$ cat config.mk
export PLATFORM = sky130hd
export DESIGN_NAME = rsrg_top
export DESIGN_NICKNAME = d
export VERILOG_FILES = /design/src/rsrg_top.v /design/src/rsrg_blip.v
export VERILOG_INCLUDE_DIRS = /design/src
export SDC_FILE = /design/constraint.sdc
export NUM_CORES = 1
export LEC_CHECK = 0
export BUFFER_PORTS_ARGS = -buffer_cell sky130_fd_sc_hd__buf_2
export CAP_MARGIN = 0
export CORE_AREA = 2 2 191 193
export CTS_CLUSTER_SIZE = 10
export DETAILED_ROUTE_END_ITERATION = 8
export DIE_AREA = 0 0 193 195
export GPL_ROUTABILITY_DRIVEN = 0
export GPL_TIMING_DRIVEN = 0
export PLACE_DENSITY = 0.67
export SLEW_MARGIN = 30
export SYNTH_ARGS = -nofsm -noshare
export SYNTH_HDL_FRONTEND = slang
export SYNTH_SLANG_ARGS = --single-unit
$ cat constraint.sdc
create_clock -name clk_i -period 2.9 [get_ports clk_i]
set_clock_uncertainty 0.2 [all_clocks]
set_input_delay 0.58 -clock clk_i [delete_from_list [all_inputs] [get_ports clk_i]]
set_output_delay 0.58 -clock clk_i [all_outputs]
set_load 0.05 [all_outputs]
$ cat src/rsrg_consts.vh
// Constants of the reader status and read-gate block
`ifndef RSRG_CONSTS_VH
`define RSRG_CONSTS_VH
`define RSRG_CLK_HZ        10000000
`define RSRG_SCAN_RATE     1000
`define RSRG_SCAN_CYC      (`RSRG_CLK_HZ / `RSRG_SCAN_RATE)
`define RSRG_FLASH_NS      250000000
`define RSRG_FLASH_CYC     (`RSRG_FLASH_NS / 100)
`define RSRG_BLIP_NS       100000000
`define RSRG_BLIP_CYC      (`RSRG_BLIP_NS / 100)
`define RSRG_I25_DIGITS    8'h0A
`define RSRG_DEF_IP        32'hC0A8_3C65
`define RSRG_DEF_MASK      32'hFFFF_FF00
`define RSRG_A_CTRL        6'h00
`define RSRG_A_STAT        6'h04
`define RSRG_A_IRQ_ST      6'h08
`define RSRG_A_IRQ_EN      6'h0C
`define RSRG_A_IRQ_CLR     6'h10
`define RSRG_A_IP          6'h14
`define RSRG_A_MASK        6'h18
`define RSRG_A_CODEEN      6'h1C
`define RSRG_A_SCANS       6'h20
`define RSRG_CTRL_RST      32'h0000_0000
`define RSRG_CODEEN_RST    16'hFFFF
`define RSRG_C_INITDONE    0
`define RSRG_C_SERVICE     1
`define RSRG_C_WARN        2
`define RSRG_C_ERROR       3
`define RSRG_C_NETREL      4
`define RSRG_C_NETINIT     5
`define RSRG_C_NETOK       6
`define RSRG_C_COMERR      7
`define RSRG_C_NETERR      8
`define RSRG_C_SRC_LSB     9
`define RSRG_C_CMDGATE     11
`define RSRG_C_SW0_OUT     12
`define RSRG_C_SW1_OUT     13
`define RSRG_C_SWO0        14
`define RSRG_C_SWO1        15
`define RSRG_SRC_SWITCH    2'd0
`define RSRG_SRC_CMD       2'd1
`define RSRG_SRC_REFL      2'd2
`define RSRG_EV_GOOD       0
`define RSRG_EV_NOREAD     1
`define RSRG_EV_CFG        2
`define RSRG_EV_GATE       3
`define RSRG_EV_DROP       4
`endif

$ cat src/rsrg_top.v
// Reader status, read gate, default address load and indicator control
// Summary of operation
// - Config code at init loads default address
// - Active switching input starts a read
// - All codes enabled; interleaved only ten digits
// - Good decode content goes to host
// - Activation opens gate; source selectable
// - Scan strobe at 1000 per second
// - Two switching lines, each input or output
// - Flash green during init; reading blocked
// - Steady green once ready
// - Good read: green briefly off
// - No read: off, red briefly, green
// - Service mode orange; no host output
// - Warning flashes red; error steady red
// - Net off unreleased; flashes green initializing
// - Net steady green when host connected
// - Net flashes red comm error; steady on failure
`timescale 1ns/1ps
`include "rsrg_consts.vh"
module rsrg_top #(
  parameter FLASH_CYC = `RSRG_FLASH_CYC,
  parameter BLIP_CYC  = `RSRG_BLIP_CYC,
  parameter SCAN_CYC  = `RSRG_SCAN_CYC
) (
  // Clock, reset, enable
  input  wire        clk_i,
  input  wire        rst_i,
  input  wire        ce_i,
  // Wishbone slave
  input  wire        wb_cyc_i,
  input  wire        wb_stb_i,
  input  wire        wb_we_i,
  input  wire [5:0]  wb_adr_i,
  input  wire [3:0]  wb_sel_i,
  input  wire [31:0] wb_dat_i,
  output reg  [31:0] wb_dat_o,
  output reg         wb_ack_o,
  output wire        wb_err_o,
  // Switching lines
  input  wire [1:0]  sw_in_i,
  output wire [1:0]  sw_out_o,
  output wire [1:0]  sw_oe_o,
  // Reflector and host command activation
  input  wire        refl_blocked_i,
  input  wire        cmd_trig_i,
  // Decoder results
  input  wire        dec_valid_i,
  input  wire        dec_ok_i,
  input  wire [3:0]  dec_type_i,
  input  wire [7:0]  dec_len_i,
  input  wire [31:0] dec_data_i,
  // Host stream
  output reg         host_valid_o,
  output reg  [31:0] host_data_o,
  input  wire        host_ready_i,
  // Network status
  input  wire        link_up_i,
  input  wire        link_act_i,
  // Scanner
  output wire        gate_o,
  output wire        scan_o,
  // Indicators
  output wire        pwr_green_o,
  output wire        pwr_red_o,
  output wire        net_green_o,
  output wire        net_red_o,
  output wire        link_green_o,
  output wire        link_yellow_o,
  output wire        irq_o
);
  localparam [3:0] TYPE_I25 = 4'h0;
  localparam [2:0] ST_INIT  = 3'b001;
  localparam [2:0] ST_IDLE  = 3'b010;
  localparam [2:0] ST_GATE  = 3'b100;

  ////////////////////////////////////////////////////////////////////////
  reg  [31:0] ctrl_q;
  reg  [15:0] codeen_q;
  reg  [31:0] ip_q;
  reg  [31:0] mask_q;
  reg  [4:0]  irq_st_q;
  reg  [4:0]  irq_en_q;
  reg  [31:0] scans_q;
  reg  [2:0]  st_q;
  reg  [31:0] flash_q;
  reg         flash_ph_q;
  reg  [31:0] scan_q;
  reg  [31:0] rd_d;
  wire        acc = wb_cyc_i & wb_stb_i & ~wb_ack_o;
  wire        wr  = acc & wb_we_i & (wb_sel_i == 4'hF);
  wire [1:0]  src = ctrl_q[`RSRG_C_SRC_LSB+1:`RSRG_C_SRC_LSB];
  wire        service = ctrl_q[`RSRG_C_SERVICE];
  wire        dev_err = ctrl_q[`RSRG_C_ERROR];
  wire        ready   = ctrl_q[`RSRG_C_INITDONE] & ~dev_err;

  ////////////////////////////////////////////////////////////////////////
  // Switching lines
  wire [1:0] sw_is_out = {ctrl_q[`RSRG_C_SW1_OUT], ctrl_q[`RSRG_C_SW0_OUT]};
  assign sw_oe_o  = sw_is_out;
  assign sw_out_o = {ctrl_q[`RSRG_C_SWO1], ctrl_q[`RSRG_C_SWO0]} & sw_is_out;
  wire sw_act = |(sw_in_i & ~sw_is_out);

  // Activation source select
  reg act;
  always @*
  begin
    case (src)
      `RSRG_SRC_CMD:  act = ctrl_q[`RSRG_C_CMDGATE] | cmd_trig_i;
      `RSRG_SRC_REFL: act = refl_blocked_i;
      default:        act = sw_act;
    endcase
  end

  ////////////////////////////////////////////////////////////////////////
  // Gate state machine
  always @(posedge clk_i)
  begin
    if (rst_i)
      st_q <= ST_INIT;
    else if (ce_i)
    begin
      case (st_q)
        ST_INIT: if (ctrl_q[`RSRG_C_INITDONE]) st_q <= ST_IDLE;
        ST_IDLE: if (act && ready) st_q <= ST_GATE;
        ST_GATE: if (!act || !ready) st_q <= ST_IDLE;
        default: st_q <= ST_INIT;
      endcase
    end
  end
  // Laser reads the config code during init, decode gated otherwise
  wire in_init = st_q[0];
  wire gating  = st_q[2];
  assign gate_o = gating | in_init;
  wire gate_start = ce_i & st_q[1] & act & ready;

  ////////////////////////////////////////////////////////////////////////
  // Scan strobe
  always @(posedge clk_i)
  begin
    if (rst_i)
      scan_q <= 32'h0000_0000;
    else if (ce_i)
    begin
      if (!gate_o || scan_q == SCAN_CYC - 1)
        scan_q <= 32'h0000_0000;
      else
        scan_q <= scan_q + 32'h0000_0001;
    end
  end
  assign scan_o = gate_o & (scan_q == 32'h0000_0000);

  ////////////////////////////////////////////////////////////////////////
  // Decode acceptance
  wire type_en = codeen_q[dec_type_i];
  wire len_ok  = (dec_type_i != TYPE_I25) || (dec_len_i == `RSRG_I25_DIGITS);
  wire dv      = ce_i & dec_valid_i;
  wire good    = dv & gating & dec_ok_i & type_en & len_ok;
  wire noread  = dv & gating & ~(dec_ok_i & type_en & len_ok);
  wire cfg_hit = dv & in_init & dec_ok_i;
  wire to_host = good & ~service;
  wire drop    = to_host & host_valid_o & ~host_ready_i;

  always @(posedge clk_i)
  begin
    if (rst_i)
    begin
      host_valid_o <= 1'b0;
      host_data_o  <= 32'h0000_0000;
    end
    else if (ce_i)
    begin
      if (to_host && (!host_valid_o || host_ready_i))
      begin
        host_valid_o <= 1'b1;
        host_data_o  <= dec_data_i;
      end
      else if (host_ready_i)
        host_valid_o <= 1'b0;
    end
  end

  ////////////////////////////////////////////////////////////////////////
  // Flash timebase and brief indications
  always @(posedge clk_i)
  begin
    if (rst_i)
    begin
      flash_q    <= 32'h0000_0000;
      flash_ph_q <= 1'b0;
    end
    else if (ce_i)
    begin
      if (flash_q == FLASH_CYC - 1)
      begin
        flash_q    <= 32'h0000_0000;
        flash_ph_q <= ~flash_ph_q;
      end
      else
        flash_q <= flash_q + 32'h0000_0001;
    end
  end

  wire good_busy;
  wire nr_busy;
  wire nr_first;
  rsrg_blip #(.LEN(BLIP_CYC)) u_good (
    .clk_i        (clk_i),
    .rst_i        (rst_i),
    .ce_i         (ce_i),
    .start_i      (good),
    .busy_o       (good_busy),
    .first_half_o ()
  );
  rsrg_blip #(.LEN(BLIP_CYC)) u_noread (
    .clk_i        (clk_i),
    .rst_i        (rst_i),
    .ce_i         (ce_i),
    .start_i      (noread),
    .busy_o       (nr_busy),
    .first_half_o (nr_first)
  );

  ////////////////////////////////////////////////////////////////////////
  // Power/status indicator
  reg pg;
  reg pr;
  always @*
  begin
    pg = 1'b0;
    pr = 1'b0;
    if (dev_err)
      pr = 1'b1;
    else if (in_init)
      pg = flash_ph_q;
    else if (nr_busy)
      pr = ~nr_first;
    else if (good_busy)
      pg = 1'b0;
    else if (service)
    begin
      pg = 1'b1;
      pr = 1'b1;
    end
    else if (ctrl_q[`RSRG_C_WARN])
      pr = flash_ph_q;
    else
      pg = 1'b1;
  end
  assign pwr_green_o = pg;
  assign pwr_red_o   = pr;

  // Network indicator
  reg ng;
  reg nr;
  always @*
  begin
    ng = 1'b0;
    nr = 1'b0;
    if (!ctrl_q[`RSRG_C_NETREL])
      ng = 1'b0;
    else if (ctrl_q[`RSRG_C_NETERR])
      nr = 1'b1;
    else if (ctrl_q[`RSRG_C_COMERR])
      nr = flash_ph_q;
    else if (ctrl_q[`RSRG_C_NETOK])
      ng = 1'b1;
    else if (ctrl_q[`RSRG_C_NETINIT])
      ng = flash_ph_q;
  end
  assign net_green_o   = ng;
  assign net_red_o     = nr;
  assign link_green_o  = link_up_i & ~link_act_i;
  assign link_yellow_o = link_up_i & link_act_i & flash_ph_q;

  ////////////////////////////////////////////////////////////////////////
  // Registers and interrupts
  wire [4:0] ev;
  assign ev[`RSRG_EV_GOOD]   = good;
  assign ev[`RSRG_EV_NOREAD] = noread;
  assign ev[`RSRG_EV_CFG]    = cfg_hit;
  assign ev[`RSRG_EV_GATE]   = gate_start;
  assign ev[`RSRG_EV_DROP]   = drop;
  wire [4:0] clr = (wr && wb_adr_i == `RSRG_A_IRQ_CLR) ? wb_dat_i[4:0] : 5'h00;

  always @(posedge clk_i)
  begin
    if (rst_i)
    begin
      ctrl_q   <= `RSRG_CTRL_RST;
      codeen_q <= `RSRG_CODEEN_RST;
      ip_q     <= 32'h0000_0000;
      mask_q   <= 32'h0000_0000;
      irq_st_q <= 5'h00;
      irq_en_q <= 5'h00;
      scans_q  <= 32'h0000_0000;
    end
    else if (ce_i)
    begin
      irq_st_q <= (irq_st_q & ~clr) | ev;                        // set beats clear
      if (scan_o)
        scans_q <= scans_q + 32'h0000_0001;
      if (wr && wb_adr_i == `RSRG_A_CTRL)
        ctrl_q <= wb_dat_i;
      else if (wr && wb_adr_i == `RSRG_A_IRQ_EN)
        irq_en_q <= wb_dat_i[4:0];
      else if (wr && wb_adr_i == `RSRG_A_CODEEN)
        codeen_q <= wb_dat_i[15:0];
      else if (wr && wb_adr_i == `RSRG_A_IP)
        ip_q <= wb_dat_i;
      else if (wr && wb_adr_i == `RSRG_A_MASK)
        mask_q <= wb_dat_i;
      if (cfg_hit)
      begin
        ip_q   <= `RSRG_DEF_IP;
        mask_q <= `RSRG_DEF_MASK;
      end
    end
  end
  assign irq_o = |(irq_st_q & irq_en_q);

  always @*
  begin
    rd_d = 32'h0000_0000;
    if (wb_adr_i == `RSRG_A_CTRL)
      rd_d = ctrl_q;
    else if (wb_adr_i == `RSRG_A_STAT)
      rd_d = {25'h0, host_valid_o, link_up_i, gating, in_init, st_q[1], pwr_red_o, pwr_green_o};
    else if (wb_adr_i == `RSRG_A_IRQ_ST)
      rd_d = {27'h0, irq_st_q};
    else if (wb_adr_i == `RSRG_A_IRQ_EN)
      rd_d = {27'h0, irq_en_q};
    else if (wb_adr_i == `RSRG_A_IP)
      rd_d = ip_q;
    else if (wb_adr_i == `RSRG_A_MASK)
      rd_d = mask_q;
    else if (wb_adr_i == `RSRG_A_CODEEN)
      rd_d = {16'h0, codeen_q};
    else if (wb_adr_i == `RSRG_A_SCANS)
      rd_d = scans_q;
  end

  always @(posedge clk_i)
  begin
    if (rst_i)
    begin
      wb_ack_o <= 1'b0;
      wb_dat_o <= 32'h0000_0000;
    end
    else if (ce_i)
    begin
      wb_ack_o <= acc;
      if (acc && !wb_we_i)
        wb_dat_o <= rd_d;
    end
  end
  assign wb_err_o = 1'b0;
endmodule // rsrg_top

$ cat src/rsrg_blip.v
// Retriggerable one-shot timer for brief indicator phases
`timescale 1ns/1ps
module rsrg_blip #(
  parameter LEN = 1000000
) (
  // Clock and control
  input  wire clk_i,
  input  wire rst_i,
  input  wire ce_i,
  // Trigger and state
  input  wire start_i,
  output wire busy_o,
  output wire first_half_o
);
  reg [31:0] cnt_q;
  always @(posedge clk_i)
  begin
    if (rst_i)
      cnt_q <= 32'h0000_0000;
    else if (ce_i)
    begin
      if (start_i)
        cnt_q <= LEN;
      else if (cnt_q != 32'h0000_0000)
        cnt_q <= cnt_q - 32'h0000_0001;
    end
  end
  assign busy_o       = (cnt_q != 32'h0000_0000);
  assign first_half_o = (cnt_q > (LEN / 2));
endmodule // rsrg_blip

* Word level (Yosys, flattened, before mapping) *
Index checks and enable logic that the tools add are counted.

cells by class
  equal/unequal tests = 24
  order comparisons = 2
  add/sub/neg operators = 5
  bitwise gates (word level) = 44
  reductions and logical operators = 43
  multiplexer cells = 55

operator list
  kind                                                             number
  two-way mux 32 bit                                               25
  adder 32 x 1 -> 32 bit, second input constant                    3
  nonzero test 32 bit                                              2
  subtractor 32 x 1 -> 32 bit, second input constant               2
  == test 32 x 14 -> 1 bit, second input constant                  1
  == test 32 x 22 -> 1 bit, second input constant                  1
  greater-than comparator 32 x 19 -> 1 bit, second input constant  1
  logical NOT 32 bit                                               1
  bitwise AND 1 bit                                                25
  == test 6 x 5 -> 1 bit, second input constant                    4
  two-way mux 1 bit                                                23
  AND reduction 2 bit                                              8
  != test 2 bit, second input constant                             7
  == test 6 x 4 -> 1 bit, second input constant                    2
  bitwise AND 5 bit                                                2
  NOT 1 bit                                                        10
  nonzero test 2 bit                                               5
  logical AND 1 bit                                                9
  two-way mux 3 bit                                                3
  case mux 3 bit (3 select lines)                                  1
  == test 8 x 4 -> 1 bit, second input constant                    1
  AND reduction 4 bit                                              2
  == test 6 x 3 -> 1 bit, second input constant                    1
  == test 6 bit, second input constant                             1
  other kinds (24)                                                 33

word-level totals
  register bits = 352
  input port bits = 101
  word-level logic and storage cells = 190
  output and inout bits = 80

* Logic depth before layout (Yosys ltp) *
  depth in word-level cells = 11
  gate-level depth with buffers = 9
  gate-level depth less buffers = 8

* Cells and area by module *
From an unflattened synthesis, not the netlist that was laid out.

second synthesis, totals
  cells, all modules = 2021
  area total of the unflattened synthesis = 16632.2 um2

modules (own cells, without submodules)
  module     sequential area each (um2)  instances  cells an instance  area each (um2)
  rsrg_top   5765.5                      1          1595               13181.4
  rsrg_blip  640.6                       2          213                1725.4

* Least setup slack after synthesis *
Ideal clock, no wire load.

  path type = flip-flop to flip-flop
  start point = register st_q[2]
  end point = register scans_q[31]
  setup time = 121 ps
  required time = 2579 ps
  cell stages (with the launch flop) = 9
  path buffers = 1
  setup slack = -465 ps
  period minus slack after synthesis = 3365 ps
  arrival time = 3044 ps
  cell sequence = dfxtp_1 > clkbuf_1 > nor2_1 > inv_1 > nand4_1 > nor3_2 > nand3_1 > nor4_1 > mux2_2

between the ends
  word-level cells in the longest chain between the ends = 3

RTL lines
  item                           line            source
  from (decl)                    rsrg_top.v:85   reg [2:0] st_q;
  from (signal assigned)         rsrg_top.v:120  st_q <= ST_INIT;
  from (signal assigned)         rsrg_top.v:124  ST_INIT: if (ctrl_q[`RSRG_C_INITDONE]) st_q <= ST_IDLE;
  from (signal assigned)         rsrg_top.v:125  ST_IDLE: if (act && ready) st_q <= ST_GATE;
  bitwise OR 1 bit               rsrg_top.v:134  assign gate_o = gating | in_init;
  net gate_o                     rsrg_top.v:61   output wire gate_o,
  bitwise AND 1 bit              rsrg_top.v:151  assign scan_o = gate_o & (scan_q == 32'h0000_0000);
  net scan_o                     rsrg_top.v:62   output wire scan_o,
  AND reduction 2 bit (no line)  n/a
  to (signal assigned)           rsrg_top.v:302  scans_q <= scans_q + 32'h0000_0001;
  to (decl)                      rsrg_top.v:84   reg [31:0] scans_q;

The timed path passes the listed nets, and every way through them passes these cells.
A chain may end at the register's enable or synchronous reset.

* Worst setup path in the final report *
  start point = register u_good.cnt_q[27]
  end point = output port pwr_green_o

between the ends
  word-level cells in the longest chain between the ends = 5

RTL lines
  item                    line            source
  from (decl)             rsrg_blip.v:15  reg [31:0] cnt_q;
  from (signal assigned)  rsrg_blip.v:25  cnt_q <= cnt_q - 32'h0000_0001;
  nonzero test 32 bit     rsrg_blip.v:28  assign busy_o = (cnt_q != 32'h0000_0000);
  two-way mux 1 bit       rsrg_top.v:238  else if (good_busy)
  two-way mux 1 bit       rsrg_top.v:236  else if (nr_busy)
  two-way mux 1 bit       rsrg_top.v:234  else if (in_init)
  two-way mux 1 bit       rsrg_top.v:232  if (dev_err)
  to (decl)               rsrg_top.v:64   output wire pwr_green_o,

Every way passes these cells.

==> flow_summary.toml <==
[final_layout]
drive_above_1_share = 0.158
final_nets = 2248
syn_to_final_growth_pct = 19.5
fin_area_um2 = 18900
final_common_cell = "dfxtp_1"
seq_area_um2 = 7060
multi_input_area_um2 = 8370
fill_cells = 3319
layout.cells.non_filler = 2610
layout_common_cells = "dfxtp_1 (345), nand2_1 (300), nor2_1 (189)"

[logic_synthesis]
ys_warn_count = 0
syn_inst = 1896
seq_area_frac_synth = 0.446
synth_area_per_cell_um2 = 8.34
synth_edf_count = 0
syn_nets = 2007
synth_top_cell_area_share = 0.446
ys_ff_latch = 352
synth_area_leaders = "dfxtp_1 (45%), nand2_1 (7.1%), a21oi_1 (4.8%)"
synthFlopType = "dfxtp_1"
post_synth_instance_area_um2 = 15800
synth_cell_types = 74
yosysTopAreaCell = "dfxtp_1"
async_flop_share = 0

[min_path]
hp-class = "input pin to flip-flop"
hold_end = "host_data_o[28]"
hold-path-cell-count = 3
min_from = "dec_data_i[28]"

[worst_setup_path]
crit_type = "flip-flop to primary output"
cp.arrival_ns = 2.69
r2r_end = "u_good.cnt_q[27]"
path_cells = "or4_4, or4_4, nor4_4, a22oi_2, nor2_4, buf_8"
max_stage_delay_ns = 0.54
required_ns = 2.12
r2r_slack_ns = 0.06
cpLargestDelayFamily = "simple AND/OR/NAND/NOR gates"
cp_common_cell = "or4_4"
slowest_stage = "or4_4"
endpoint_kind = "primary output"
worstPathMaxFanout = 3
r2r_start = "u_good.cnt_q[27]"
r2r_cells = 8
crit_buf_inv = 1
cp-start-kind = "flip-flop"

[route]
initialDrtViolationCount = 1214
postRouteWirelength_um = 49200
vias = 15000
antenna_left = 0
drt-vias-per-instance = 5.77
dr.pass1.iters = 7
wl_per_cell_um = 18.8
drc_errors = 0

[clocking]
cts_buffer_depth = 3
cts_tree = "built"
cts.sinks = 352
path_clk_slew_ns = 0.06
worstSkewPairLatency_ns = 0.57
cts_buffers = 42
cts.root.buffer_cell = "clkbuf_16"
htreeDepth = 2
cts_hold_buf = 0

[grt]
grt.overflow.total = 0
grt_pass1_wl_um = 76100
track_usage = 0.255
grt_antenna_before_repair = 1
grt_max_degree = 12
grt_pass1_vias = 14000

[timing]
tightest_slew_ns = 0.880
rsz0062_at_grt = "yes"
hold_violations = 0
period_share = 1.20
setup_viol = 2
timing.final.crit_period_ns = 3.47
slew_headroom = 0.413
slew_violations = 0
whs_ns = 0.0633
fin_ws_ns = -0.573
fmax_ghz = 0.288

[flow_run]
cap_violations = 0

[pwr]
p_leak_nw = 7.26
peakVddDrop_v = 0.000470
pwr_density_cell_nw_per_um2 = 684
power_mw = 12.9

[die]
die_area_um2 = 37600
initial_utilization = 0.446
core_um2 = 35400
dieHeight_um = 195
die_x_um = 193
boundaryPins = 181
row_count = 69

[placed_design]
dp_cells = 2536
port-buffer-count = 179
place_hpwl_um = 35200
dpl_cell_area_um2 = 17300

[status]
outcome = "finished, violations left"
violations = "setup timing"
-- cells by family (layout without fill, tap and decap cells) --
family,after synthesis,after routing,synth area share
XOR/XNOR,109,109,0.0604
AND/OR/NAND/NOR,822,822,0.251
buffers and inverters,154,406,0.0394
AO/OA/AOI/OAI,381,381,0.151
flip-flops,352,352,0.446
other,1,2,0.000237
multiplexers,67,67,0.0446
adder cells (fa/ha/maj),10,10,0.00792
-- where the power goes --
part | leakage [nW] | switching, mW | total [mW] | internal, mW
registers | 2.85 | 0.303 | 5.41 | 5.11
logic | 3.83 | 1.68 | 2.81 | 1.13
clock network | 0.576 | 1.96 | 4.70 | 2.73
-- area by class of cell --
type	count	area share
plain buffers	118	0.0262
clock inverters	3	0.00219
clock buffers	52	0.0604
flip-flops and latches	352	0.374
diodes	1	0.000132
repair buffers	200	0.0570
inverters	33	0.00656
multi-input cells	1390	0.443
well taps	461	0.0305
-- repair_timing --
item / CTS / global route
gates resized for setup: 26 / 36
buffers inserted: 9 / 12
gates cloned: 0 / 0
endpoints found under the setup margin: 69 / 157
pin swaps: 9 / 16
-- how the worst max path moves through the flow --
stage | start | end | slack [ns] | cells past startpoint
after floorplan | st_q[0] | scans_q[31] | -0.06 | 8
after global placement | ce_i | codeen_q[14] | -0.76 | 8
after detailed placement | ce_i | scans_q[23] | -0.73 | 8
after CTS | u_good.cnt_q[27] | pwr_green_o | -0.64 | 6
after global routing | u_good.cnt_q[27] | pwr_green_o | -0.62 | 6
final | u_good.cnt_q[27] | pwr_green_o | -0.57 | 6
-- routing by layer --
layer	routed length, um	track usage	up-vias
met2	22900	0.415	592
met3	3570	0.0478	102
met4	1320	0.0780	0
met1	21300	0.342	7171
li1	-	-	7184
met5	0	0	-
-- cells in the mapped netlist (all sizes together), types with 7 or more instances --
cell type	count
buf	21
a31oi	41
or4	18
nor4	39
a221oi	29
clkbuf	100
a22oi	28
mux2i	58
dfxtp	352
and2	16
xnor2	45
nand2b	8
inv	33
and4	9
nor2	193
nand3	52
ha	10
mux2	7
and3	30
nor4b	8
nor3	32
a222oi	11
or3	38
a21oi	154
nand3b	7
nor2b	12
nand2	300
o21ai	70
or2	9
o31ai	7
nand4	38
xor2	64
-- through the flow --
| step | util | setup TNS (ns) | worst slack (ns) |
|---|---|---|---|
| floorplan | - | -0.0736 | -0.0637 |
| global placement | 0.489 | -104.66 | -0.765 |
| detailed placement | 0.489 | -72.35 | -0.727 |
| CTS | 0.527 | -1.22 | -0.643 |
| global route | 0.534 | -1.21 | -0.617 |
| finish | 0.534 | -1.09 | -0.573 |
-- tightest hold or removal path: stages --
cell and delay, ns:
buf_2 0.07, mux2i_1 0.05, nor2_1 0.07
-- sequential cells by signal (all words and copies together) (netlist names) --
signal          cells
codeen_q           16
wb_dat_o           32
scans_q            32
ip_q               32
ctrl_q             32
host_valid_o        1
flash_q            32
wb_ack_o            1
irq_st_q            5
u_noread.cnt_q     32
irq_en_q            5
flash_ph_q          1
u_good.cnt_q       32
st_q                3
host_data_o        32
mask_q             32
scan_q             32
Power figures use the tool's default switching activity.
